**src/logic/bringup_pkg.sv**
```systemverilog
// Purpose: shared constants and types for the link bring-up sequencer
// Assumes: pclk at 25 MHz; control bus bytes are 8 bits
// Notes: millisecond figures are converted to cycle counts here
`default_nettype none
package bringup_pkg;
   // Clock and sequencing times
   localparam int unsigned CLK_HZ = 25_000_000;
   localparam int unsigned SUPPLY_TO_PD_MS = 0;
   localparam int unsigned PD_HIGH_BEFORE_HARD_MS = 1;
   localparam int unsigned PD_LOW_PULSE_MS = 3;
   localparam int unsigned PD_TO_READY_MS = 2;
   localparam int unsigned SUPPLY_TO_PD_RAW =
      (SUPPLY_TO_PD_MS * CLK_HZ + 999) / 1000;
   localparam int unsigned SUPPLY_TO_PD_CYC =
      (SUPPLY_TO_PD_RAW < 1) ? 1 : SUPPLY_TO_PD_RAW;
   localparam int unsigned PD_HIGH_BEFORE_HARD_CYC =
      (PD_HIGH_BEFORE_HARD_MS * CLK_HZ + 999) / 1000;
   localparam int unsigned PD_LOW_PULSE_CYC =
      (PD_LOW_PULSE_MS * CLK_HZ + 999) / 1000;
   // Readiness limit, an upper bound: rounds down
   localparam int unsigned PD_TO_READY_CYC = (PD_TO_READY_MS * CLK_HZ) / 1000;
   localparam int unsigned CNT_W = 20;
   // Device-side small counts
   localparam logic [1:0] TERM_ON_DELAY_CYC = 2'h2;
   localparam logic [4:0] LOCK_CYC = 5'h10;
   // Control-bus register map of the device
   localparam logic [7:0] REG_SOFT_RESET = 8'h01;
   localparam logic [7:0] REG_LANE_CFG = 8'h02;
   localparam logic [7:0] REG_WDOG = 8'h0a;
   localparam logic [7:0] REG_DYN = 8'h4b;
   localparam logic [7:0] REG_STATIC = 8'h4c;
   localparam logic [7:0] WDOG_SPEEDUP_VAL = 8'h12;
   localparam logic [7:0] SOFT_RESET_VAL = 8'h01;
   localparam logic [7:0] STATIC_KEEP_MASK = 8'h8f;
   localparam logic [7:0] STATIC_FIELD_VAL = 8'h70;
   localparam int unsigned STATIC_LSB = 4;
   localparam logic [7:0] DYN_ENABLE_MASK = 8'h20;
   localparam int unsigned DYN_ENABLE_BIT = 5;
   localparam logic [7:0] RST_WDOG = 8'h00;
   localparam logic [7:0] RST_DYN = 8'h10;
   localparam logic [7:0] RST_STATIC = 8'h00;
   localparam logic [1:0] RST_LANE_CFG = 2'h0;
   // Serial rates in Mbps
   localparam logic [15:0] SYNC_RATE_MBPS = 16'h1040;
   localparam logic [15:0] NONSYNC_RATE_MBPS = 16'h0800;
   // Controller APB map
   localparam logic [11:0] APB_CTRL = 12'h000;
   localparam logic [11:0] APB_STATUS = 12'h004;
   localparam logic [11:0] APB_RESULT = 12'h008;
   // Controller sequence states
   typedef enum logic [3:0] {
      ST_OFF = 4'h0, ST_WAIT_READY = 4'h1, ST_IDLE = 4'h2, ST_WDOG = 4'h3,
      ST_RD_STATIC = 4'h4, ST_WR_STATIC = 4'h5, ST_TEMP = 4'h6,
      ST_RD_DYN = 4'h7, ST_WR_DYN = 4'h8, ST_SOFT_RST = 4'h9,
      ST_WAIT_LOCK = 4'ha, ST_DONE = 4'hb, ST_HR_WAIT = 4'hc,
      ST_HR_LOW = 4'hd
   } host_state_t;
endpackage
`default_nettype wire

```
**src/logic/bringup_if.sv**
```systemverilog
// Purpose: power-down pin and register access port between the two ends
// Assumes: both ends run on the same pclk
// Notes: ctl_ack is a one-cycle pulse answering a held ctl_req
`timescale 1ns/10ps
`default_nettype none
interface bringup_if;
   logic power_down_input;
   logic ctl_req;
   logic ctl_we;
   logic [7:0] ctl_addr;
   logic [7:0] ctl_wdata;
   logic ctl_ack;
   logic [7:0] ctl_rdata;
   // Controller end drives the pin and requests
   modport host_mp (
      output power_down_input, ctl_req, ctl_we, ctl_addr, ctl_wdata,
      input ctl_ack, ctl_rdata
   );
   // Device end answers
   modport dev_mp (
      input power_down_input, ctl_req, ctl_we, ctl_addr, ctl_wdata,
      output ctl_ack, ctl_rdata
   );
endinterface
`default_nettype wire

```
**src/logic/bringup_controller.sv**
```systemverilog
// Purpose: controller end: power-down pin timing and bring-up writes
// Assumes: software starts the sequence and reads status over APB
// Notes: zero-wait APB slave; long waits are top-level parameters
//
// Our own choice: the APB slave port.
`timescale 1ns/10ps
`default_nettype none
module bringup_controller #(
   parameter int unsigned T1_CYC = bringup_pkg::SUPPLY_TO_PD_CYC,
   parameter int unsigned T2_CYC = bringup_pkg::PD_HIGH_BEFORE_HARD_CYC,
   parameter int unsigned T3_CYC = bringup_pkg::PD_LOW_PULSE_CYC,
   parameter int unsigned T4_CYC = bringup_pkg::PD_TO_READY_CYC
) (
   input wire logic pclk,
   input wire logic presetn,
   input wire logic psel,
   input wire logic penable,
   input wire logic pwrite,
   input wire logic [11:0] paddr,
   input wire logic [31:0] pwdata,
   output logic [31:0] prdata,
   output logic pready,
   output logic pslverr,
   bringup_if.host_mp ctl,
   input wire logic core_supply_stable,
   input wire logic rx_link_lock,
   input wire logic [2:0] remote_die_temperature_code,
   output logic sequence_done
);
   import bringup_pkg::*;

   host_state_t state_q, state_d;
   logic [1:0] s1_q, s2_q, s3_q, filt_q, filt_d;
   logic [CNT_W-1:0] cnt_q, pdh_cnt_q;
   logic pdh_ok_q, pd_q, pd_d;
   logic req_q, we_q;
   logic [7:0] addr_q, wdata_q;
   logic [7:0] static_wr_q, dyn_rd_q, dyn_wr_q, rd_q;
   logic [2:0] temp_q;
   logic [31:0] prdata_q;
   logic bus_state, op_we, cnt_done, supply_ok, lock_ok;
   logic [7:0] op_addr, op_wdata, offset, dyn_adj;
   logic apb_setup, apb_access, apb_wr, start_cmd, hard_cmd;
   logic hit_ctrl, hit_status, hit_result;

   // Supply and lock pins filtered before use
   assign filt_d = (s2_q & ~(s2_q ^ s3_q)) | (filt_q & (s2_q ^ s3_q));
   always_ff @(posedge pclk or negedge presetn) begin
      if (!presetn) begin
         s1_q <= 2'h0;
         s2_q <= 2'h0;
         s3_q <= 2'h0;
         filt_q <= 2'h0;
      end else begin
         s1_q <= {rx_link_lock, core_supply_stable};
         s2_q <= s1_q;
         s3_q <= s2_q;
         filt_q <= filt_d;
      end
   end
   assign supply_ok = filt_q[0];
   assign lock_ok = filt_q[1];

   // APB decode; commands are write pulses in CTRL
   assign apb_setup = psel & ~penable;
   assign apb_access = psel & penable;
   assign apb_wr = apb_access & pwrite;
   assign hit_ctrl = (paddr == APB_CTRL);
   assign hit_status = (paddr == APB_STATUS);
   assign hit_result = (paddr == APB_RESULT);
   assign start_cmd = apb_wr & hit_ctrl & pwdata[0];
   assign hard_cmd = apb_wr & hit_ctrl & pwdata[1];
   assign pready = 1'b1;
   assign pslverr = apb_access & ~(hit_ctrl | hit_status | hit_result);
   assign prdata = prdata_q;

   // Read data captured in setup so access phase shows a flop
   always_ff @(posedge pclk or negedge presetn) begin
      if (!presetn) begin
         prdata_q <= 32'h0000_0000;
      end else if (apb_setup) begin
         prdata_q <= hit_status ? {22'h0, temp_q, lock_ok, pd_q,
                                   (state_q == ST_DONE), state_q} :
                     hit_result ? {8'h00, dyn_wr_q, dyn_rd_q, static_wr_q} :
                     32'h0000_0000;
      end
   end

   assign offset = (temp_q < 3'h2) ? 8'hff :
                   (temp_q < 3'h4) ? 8'h00 :
                   (temp_q < 3'h7) ? 8'h01 : 8'h03;
   // adjust read-back value; force enable bit
   assign dyn_adj = 8'((dyn_rd_q | DYN_ENABLE_MASK) + offset)
                    | DYN_ENABLE_MASK;

   // Bus operation of each access state
   assign bus_state = (state_q == ST_WDOG) || (state_q == ST_RD_STATIC) ||
                      (state_q == ST_WR_STATIC) || (state_q == ST_RD_DYN) ||
                      (state_q == ST_WR_DYN) || (state_q == ST_SOFT_RST);
   assign op_we = (state_q == ST_WDOG) || (state_q == ST_WR_STATIC) ||
                  (state_q == ST_WR_DYN) || (state_q == ST_SOFT_RST);
   assign op_addr = (state_q == ST_WDOG) ? REG_WDOG :
                    (state_q == ST_SOFT_RST) ? REG_SOFT_RESET :
                    (state_q == ST_RD_DYN || state_q == ST_WR_DYN) ?
                    REG_DYN : REG_STATIC;
   // watchdog value; static field; soft reset value
   assign op_wdata = (state_q == ST_WDOG) ? WDOG_SPEEDUP_VAL :
                     (state_q == ST_WR_STATIC) ?
                     ((rd_q & STATIC_KEEP_MASK) | STATIC_FIELD_VAL) :
                     (state_q == ST_WR_DYN) ? dyn_adj :
                     (state_q == ST_SOFT_RST) ? SOFT_RESET_VAL : 8'h00;

   assign cnt_done =
      (state_q == ST_OFF) ? (cnt_q >= CNT_W'(T1_CYC - 1)) :
      (state_q == ST_HR_LOW) ? (cnt_q >= CNT_W'(T3_CYC - 1)) :
      (cnt_q >= CNT_W'(T4_CYC - 1));

   always_comb begin
      state_d = state_q;
      case (state_q)
         // pin stays low until supply stable
         ST_OFF: if (supply_ok && cnt_done) state_d = ST_WAIT_READY;
         ST_WAIT_READY: if (cnt_done) state_d = ST_IDLE;
         ST_IDLE, ST_DONE: begin
            if (hard_cmd) state_d = ST_HR_WAIT;
            else if (start_cmd) state_d = ST_WDOG;
         end
         ST_WDOG: if (ctl.ctl_ack) state_d = ST_RD_STATIC;
         ST_RD_STATIC: if (ctl.ctl_ack) state_d = ST_WR_STATIC;
         ST_WR_STATIC: if (ctl.ctl_ack) state_d = ST_TEMP;
         ST_TEMP: state_d = ST_RD_DYN;
         ST_RD_DYN: if (ctl.ctl_ack) state_d = ST_WR_DYN;
         ST_WR_DYN: if (ctl.ctl_ack) state_d = ST_SOFT_RST;
         ST_SOFT_RST: if (ctl.ctl_ack) state_d = ST_WAIT_LOCK;
         // wait for receiver lock; guard time outlasts the lock
         // filter so a stale lock from before the soft reset is ignored
         ST_WAIT_LOCK: if (lock_ok && cnt_done) state_d = ST_DONE;
         // pin high long enough before hard reset
         ST_HR_WAIT: if (pdh_ok_q) state_d = ST_HR_LOW;
         ST_HR_LOW: if (cnt_done) state_d = ST_WAIT_READY;
         default: state_d = ST_OFF;
      endcase
      if (!supply_ok) state_d = ST_OFF;
   end
   assign pd_d = (state_d != ST_OFF) && (state_d != ST_HR_LOW);

   // State, wait counter and pin
   always_ff @(posedge pclk or negedge presetn) begin
      if (!presetn) begin
         state_q <= ST_OFF;
         cnt_q <= '0;
         pd_q <= 1'b0;
      end else begin
         state_q <= state_d;
         pd_q <= pd_d;
         if (state_d != state_q) cnt_q <= '0;
         else if (!cnt_done) cnt_q <= cnt_q + 1'b1;
      end
   end

   // time pin has been high, saturating
   always_ff @(posedge pclk or negedge presetn) begin
      if (!presetn) begin
         pdh_cnt_q <= '0;
         pdh_ok_q <= 1'b0;
      end else if (!pd_q) begin
         pdh_cnt_q <= '0;
         pdh_ok_q <= 1'b0;
      end else if (!pdh_ok_q) begin
         pdh_cnt_q <= pdh_cnt_q + 1'b1;
         pdh_ok_q <= (pdh_cnt_q >= CNT_W'(T2_CYC - 1));
      end
   end

   // Request held until the one-cycle answer
   always_ff @(posedge pclk or negedge presetn) begin
      if (!presetn) begin
         req_q <= 1'b0;
         we_q <= 1'b0;
         addr_q <= 8'h00;
         wdata_q <= 8'h00;
         rd_q <= 8'h00;
      end else if (!bus_state || ctl.ctl_ack) begin
         req_q <= 1'b0;
         if (ctl.ctl_ack) rd_q <= ctl.ctl_rdata;
      end else if (!req_q) begin
         req_q <= 1'b1;
         we_q <= op_we;
         addr_q <= op_addr;
         wdata_q <= op_wdata;
      end
   end

   // capture code and values along the way
   always_ff @(posedge pclk or negedge presetn) begin
      if (!presetn) begin
         temp_q <= 3'h0;
         static_wr_q <= 8'h00;
         dyn_rd_q <= 8'h00;
         dyn_wr_q <= 8'h00;
      end else begin
         if (state_q == ST_TEMP) temp_q <= remote_die_temperature_code;
         if (state_q == ST_WR_STATIC && !req_q) static_wr_q <= op_wdata;
         if (state_q == ST_RD_DYN && ctl.ctl_ack) dyn_rd_q <= ctl.ctl_rdata;
         if (state_q == ST_WR_DYN && !req_q) dyn_wr_q <= op_wdata;
      end
   end

   assign ctl.power_down_input = pd_q;
   assign ctl.ctl_req = req_q;
   assign ctl.ctl_we = we_q;
   assign ctl.ctl_addr = addr_q;
   assign ctl.ctl_wdata = wdata_q;
   assign sequence_done = (state_q == ST_DONE);
endmodule // bringup_controller
`default_nettype wire

```
**src/flat_wrapper.sv**
```systemverilog
// flat-port wrapper written by rule: the top's interface ports become plain ports
module bringup_controller_flat import bringup_pkg::*;
#(
   parameter int unsigned T1_CYC = bringup_pkg::SUPPLY_TO_PD_CYC,
   parameter int unsigned T2_CYC = bringup_pkg::PD_HIGH_BEFORE_HARD_CYC,
   parameter int unsigned T3_CYC = bringup_pkg::PD_LOW_PULSE_CYC,
   parameter int unsigned T4_CYC = bringup_pkg::PD_TO_READY_CYC
)
  (pclk, presetn, psel, penable, pwrite, paddr, pwdata, prdata, pready, pslverr, core_supply_stable, rx_link_lock, remote_die_temperature_code, sequence_done, ctl_power_down_input, ctl_ctl_req, ctl_ctl_we, ctl_ctl_addr, ctl_ctl_wdata, ctl_ctl_ack, ctl_ctl_rdata);
  bringup_if ctl_i ();
  input wire logic pclk;
  input wire logic presetn;
  input wire logic psel;
  input wire logic penable;
  input wire logic pwrite;
  input wire logic [11:0] paddr;
  input wire logic [31:0] pwdata;
  output logic [31:0] prdata;
  output logic pready;
  output logic pslverr;
  input wire logic core_supply_stable;
  input wire logic rx_link_lock;
  input wire logic [2:0] remote_die_temperature_code;
  output logic sequence_done;
  output wire logic [$bits(ctl_i.power_down_input)-1:0] ctl_power_down_input;
  output wire logic [$bits(ctl_i.ctl_req)-1:0] ctl_ctl_req;
  output wire logic [$bits(ctl_i.ctl_we)-1:0] ctl_ctl_we;
  output wire logic [$bits(ctl_i.ctl_addr)-1:0] ctl_ctl_addr;
  output wire logic [$bits(ctl_i.ctl_wdata)-1:0] ctl_ctl_wdata;
  input wire logic [$bits(ctl_i.ctl_ack)-1:0] ctl_ctl_ack;
  input wire logic [$bits(ctl_i.ctl_rdata)-1:0] ctl_ctl_rdata;
  assign ctl_power_down_input = ctl_i.power_down_input;
  assign ctl_ctl_req = ctl_i.ctl_req;
  assign ctl_ctl_we = ctl_i.ctl_we;
  assign ctl_ctl_addr = ctl_i.ctl_addr;
  assign ctl_ctl_wdata = ctl_i.ctl_wdata;
  assign ctl_i.ctl_ack = ctl_ctl_ack;
  assign ctl_i.ctl_rdata = ctl_ctl_rdata;
  bringup_controller #(.T1_CYC(T1_CYC), .T2_CYC(T2_CYC), .T3_CYC(T3_CYC), .T4_CYC(T4_CYC)) u_core (.pclk(pclk), .presetn(presetn), .psel(psel), .penable(penable), .pwrite(pwrite), .paddr(paddr), .pwdata(pwdata), .prdata(prdata), .pready(pready), .pslverr(pslverr), .ctl(ctl_i), .core_supply_stable(core_supply_stable), .rx_link_lock(rx_link_lock), .remote_die_temperature_code(remote_die_temperature_code), .sequence_done(sequence_done));
endmodule
```
**config.mk**
```make
export PLATFORM = sky130hd
export DESIGN_NAME = bringup_controller_flat
export DESIGN_NICKNAME = d
export VERILOG_FILES = /design/src/logic/bringup_pkg.sv /design/src/logic/bringup_if.sv /design/src/logic/bringup_controller.sv /design/src/flat_wrapper.sv
export SDC_FILE = /design/constraint.sdc
export NUM_CORES = 1
export LEC_CHECK = 0
export ABC_CLOCK_PERIOD_IN_PS = 5000
export BUFFER_PORTS_ARGS = -buffer_cell sky130_fd_sc_hd__buf_2
export CORE_MARGIN = 2
export CORE_UTILIZATION = 37
export DETAILED_ROUTE_END_ITERATION = 8
export SYNTH_ARGS = -nofsm -noshare
export SYNTH_HDL_FRONTEND = slang
export SYNTH_SLANG_ARGS = --single-unit
```
**constraint.sdc**
```tcl
create_clock -name pclk -period 5 [get_ports pclk]
set_input_delay 1.25 -clock pclk [delete_from_list [all_inputs] [get_ports pclk]]
set_output_delay 1.25 -clock pclk [all_outputs]
set_load 0.005 [all_outputs]
```
==> impl_metrics.toml <==
[finish]
fillerInstances = 1608
seq_area_um2 = 3128
multi_input_comb_area_um2 = 2819
num-nets-final = 776
n_antenna_cell = 0
final_layout_size_suffix_gt1_share_pct = 21.43
areaGrowthSynthToFinish_pct = 18.17

[route]
totalWireLength_mm = 14.15
drt_first_pass_iters = 5
drcViolationCount = 0
routed-via-count = 4777
drt.antenna.violating_nets = 0
post_drt_wl_per_cell_um = 15.15
drt-initial-drc-count = 401
post_dr_vias_cell = 5.115

[die]
core.rowCount = 47
floorplan.io_pins = 117
die_width_um = 133.4
core_region_area_um2 = 16470
start_util_pct = 37.64
dieArea_um2 = 17800
dieHeight_um = 133.4

[yosys]
post_synthesis_cell_type_count = 63
sequential_cell_area_fraction_in_the_yosys_report_pct = 50.46
synth.ff_latch_count = 125
yosysWarningCount = 0
syn-instance-count = 635
ys.flop_type = "sky130_fd_sc_hd__dfrtp_1"
synth-async-reset-ratio_pct = 100.0
synth_area_um2 = 6198
synth_edf_count = 0
synth_area_per_cell_um2 = 9.761

[placed_design]
gp_congestion = 0.8344
place_ws_ps = 1171
portBuffers = 74
dpl.hpwl_mm = 10.06

[clocking]
cts.clk_slew.worst_paths_ps = 50
clkSinkCount = 125
tritoncts.num_buffers = 17
cts-htree-levels = 4
clkLatencyLatePin_ps = 420
post-cts-setup-buffer-count = 0
cts.root.buffer_cell = "sky130_fd_sc_hd__clkbuf_16"
tritoncts = "built"
cts_max_path_buffers = 2
cts_hold_buf = 0
cts_repair_resize_count = 0

[power_and_ir_drop]
seqPwrFrac_pct = 42.4
share_clk_of_total_power_pct = 51.1
design_power_total_mw = 2.516
ir_drop_mv = 0.2520
power.share.combinational_pct = 6.5
p_sw_mw = 0.5731
p_leak_nw = 3.382
cellPowerDensity_nw_per_um2 = 343.5
sw_frac_of_total_pct = 22.78
power_report.internal_total_mw = 1.943

[setup_path]
delay_of_the_slowest_cell_on_the_worst_path_ps = 550
path_cells = "buf_2 -> or4_4 -> nor4_1 -> a21oi_1 -> buf_2"
path_common_cell = "sky130_fd_sc_hd__buf_2"
crit_start = "paddr[1]"
endpoint_of_the_worst_register_to_register_path = "u_core.cnt_q[16]"
worstReg2RegStart = "u_core.state_q[1]"
timing.critical_path.depth = 5
crit_buf_inv = 2
path_delay_family = "simple AND/OR/NAND/NOR gates"
timing.critical_path.from_type = "input pin"
critPathRequiredTime_ps = 3750
r2r_cells = 7
regToRegSetupSlack_ps = 1780
critical_path.endpoint_type = "primary output"
cp_max_fo = 3
critical_path.slowest_cell = "sky130_fd_sc_hd__or4_4"
critical_path_arrival_ps = 2530
worst-setup-path-type = "in -> out"
critical_path.endpoint = "pslverr"

[global_routing]
antenna_violations_before_repair = 0
grt_start_max_net_pins = 51
first_global_vias = 4874
globalRouteOverflowTotal = 0
wire_length_of_the_first_global_routing_pass_mm = 24.21
grt_usage_pct = 17.05

[timing]
setup-violations-final = 0
worst_path_setup_slack_after_routing_ps = 1224
grt_setup_unrepaired = "false"
fmaxAchievable_ghz = 0.2649
slew_headroom_pct = 44.78
final.min_clock_period_ps = 3776
skew_ps = 9.997
worst_slew_pin_slew_ps = 828.2
timing.final.crit_share_pct = 75.51
final.setup.tns_ps = 0
finalHoldViolations = 0
finalMaxSlewViolations = 0

[min_path]
type_of_the_worst_min_delay_path = "reg -> reg"
min_delay_path_depth = 0

[job]
maxCapViolCount = 0

[run_status]
run_status = "complete, no violations"
==> cell type report <==
class	instances	share of cell area, %
Multi-Input combinational cell	460	38.49
Timing Repair Buffer	81	5.808
Sequential cell	125	42.71
Clock inverter	11	2.272
Clock buffer	21	6.150
Inverter	16	0.8200
Tap cell	220	3.758
==> power by group through the flow <==
| stage | clock network (mW) | registers (mW) | logic [mW] |
|---|---|---|---|
| 6_report | 1.28 | 1.07 | 0.163 |
| 2_1_floorplan | 0 | 1.07 | 0.123 |
| 5_1_grt | 1.35 | 1.07 | 0.184 |
| 3_3_place_gp | 0 | 1.08 | 0.159 |
| 4_1_cts | 1.31 | 1.07 | 0.166 |
| 3_5_place_dp | 0 | 1.09 | 0.166 |
==> cells in the final DEF (no fill, tap or decap), drive strengths merged, types with 5 or more instances in the layout <==
master	n
nor4	6
or2	6
clkbuf	21
nand2	75
a31oi	5
o21ai	46
nand2b	7
nor3	27
xor2	19
conb	12
and3	9
buf	81
xnor2	21
ha	11
clkinv	5
nor2b	5
a22oi	12
nor2	68
a211oi	5
mux2	26
nand3	15
a21oi	30
dfrtp	125
inv	15
==> through the flow <==
stage	hold WS, ps	util, %	area (um2)	cells
6_report	345.9	44.48	7325	934
5_1_grt	356.8	44.48	7325	934
3_5_place_dp	337.3	40.74	6708	902
4_1_cts	349.2	44.48	7325	934
3_3_place_gp	336.7	40.74	6708	902
2_1_floorplan	331.2	-	6236	645
==> metal layers <==
| layer | routed length, um | up-vias | share of wire [%] | track usage [%] |
|---|---|---|---|---|
| li1 | - | 2316 | - | - |
| met1 | 6622 | 2318 | 47 | 23.04 |
| met2 | 6626 | 128 | 47 | 26.95 |
| met3 | 753 | 15 | 5.3 | 4.871 |
| met4 | 149 | 0 | 1.1 | 4.787 |
| met5 | 0 | - | 0 | 0 |
==> cell usage after synthesis (3+ instances only) <==
master	count	area, um2
sky130_fd_sc_hd__buf_1	3	11.26
sky130_fd_sc_hd__inv_1	15	56.30
sky130_fd_sc_hd__nand2_1	75	281.5
sky130_fd_sc_hd__a22oi_1	12	90.09
sky130_fd_sc_hd__and3_1	7	43.79
sky130_fd_sc_hd__dfrtp_1	125	3128
sky130_fd_sc_hd__nor3_1	27	135.1
sky130_fd_sc_hd__mux2i_1	3	30.03
sky130_fd_sc_hd__nor4_1	5	31.28
sky130_fd_sc_hd__xnor2_1	20	175.2
sky130_fd_sc_hd__o21ai_0	46	230.2
sky130_fd_sc_hd__ha_1	11	137.6
sky130_fd_sc_hd__xor2_1	19	166.4
sky130_fd_sc_hd__nand2b_1	7	43.79
sky130_fd_sc_hd__nand3_1	15	75.07
sky130_fd_sc_hd__clkbuf_1	24	90.09
sky130_fd_sc_hd__a32oi_1	3	26.28
sky130_fd_sc_hd__a211oi_1	5	37.54
sky130_fd_sc_hd__buf_4	12	90.09
sky130_fd_sc_hd__buf_2	3	15.01
sky130_fd_sc_hd__nor2_1	68	255.2
sky130_fd_sc_hd__nor2b_1	5	31.28
sky130_fd_sc_hd__a21oi_1	30	150.1
sky130_fd_sc_hd__nor3b_1	3	22.52
sky130_fd_sc_hd__a21o_1	4	30.03
sky130_fd_sc_hd__mux2_2	25	281.5
sky130_fd_sc_hd__o211ai_1	4	30.03
sky130_fd_sc_hd__a31oi_1	5	31.28
sky130_fd_sc_hd__or3_1	4	25.02
sky130_fd_sc_hd__or2_2	6	37.54
sky130_fd_sc_hd__and4_1	3	26.28
==> flip-flops by register name, indices dropped and copies added (netlist names), 8 cells and up, named ones only <==
register	count
u_core.prdata	24
u_core.cnt_q	20
u_core.pdh_cnt_q	20
u_core.ctl.ctl_wdata	8
u_core.dyn_rd_q	8
u_core.dyn_wr_q	8
u_core.static_wr_q	8
==> worst min path at each step <==
| stage | start | endpoint | slack (ps) |
|---|---|---|---|
| 6_report | u_core.s1_q[1] | u_core.s2_q[1] | 350 |
| 3_5_place_dp | u_core.s1_q[1] | u_core.s2_q[1] | 340 |
| 3_3_place_gp | u_core.s1_q[0] | u_core.s2_q[0] | 340 |
| 2_1_floorplan | u_core.s1_q[0] | u_core.s2_q[0] | 330 |
| 5_1_grt | u_core.s1_q[0] | u_core.s2_q[0] | 360 |
| 4_1_cts | u_core.s1_q[1] | u_core.s2_q[1] | 350 |
==> kinds of logic after synthesis <==
| kind of cell | Yosys count | share of synthesized area, % |
|---|---|---|
| adders and majority gates | 14 | 2.866 |
| xor gates and xnor gates | 40 | 5.773 |
| DFF | 125 | 50.46 |
| other | 2 | 0.1212 |
| muxes | 29 | 5.268 |
| buffers and inverters | 60 | 4.663 |
| and+or+nand+nor | 244 | 19.06 |
| AOI/OAI and AO/OA | 121 | 11.79 |
Note: power is estimated with default switching activity, not from simulation.
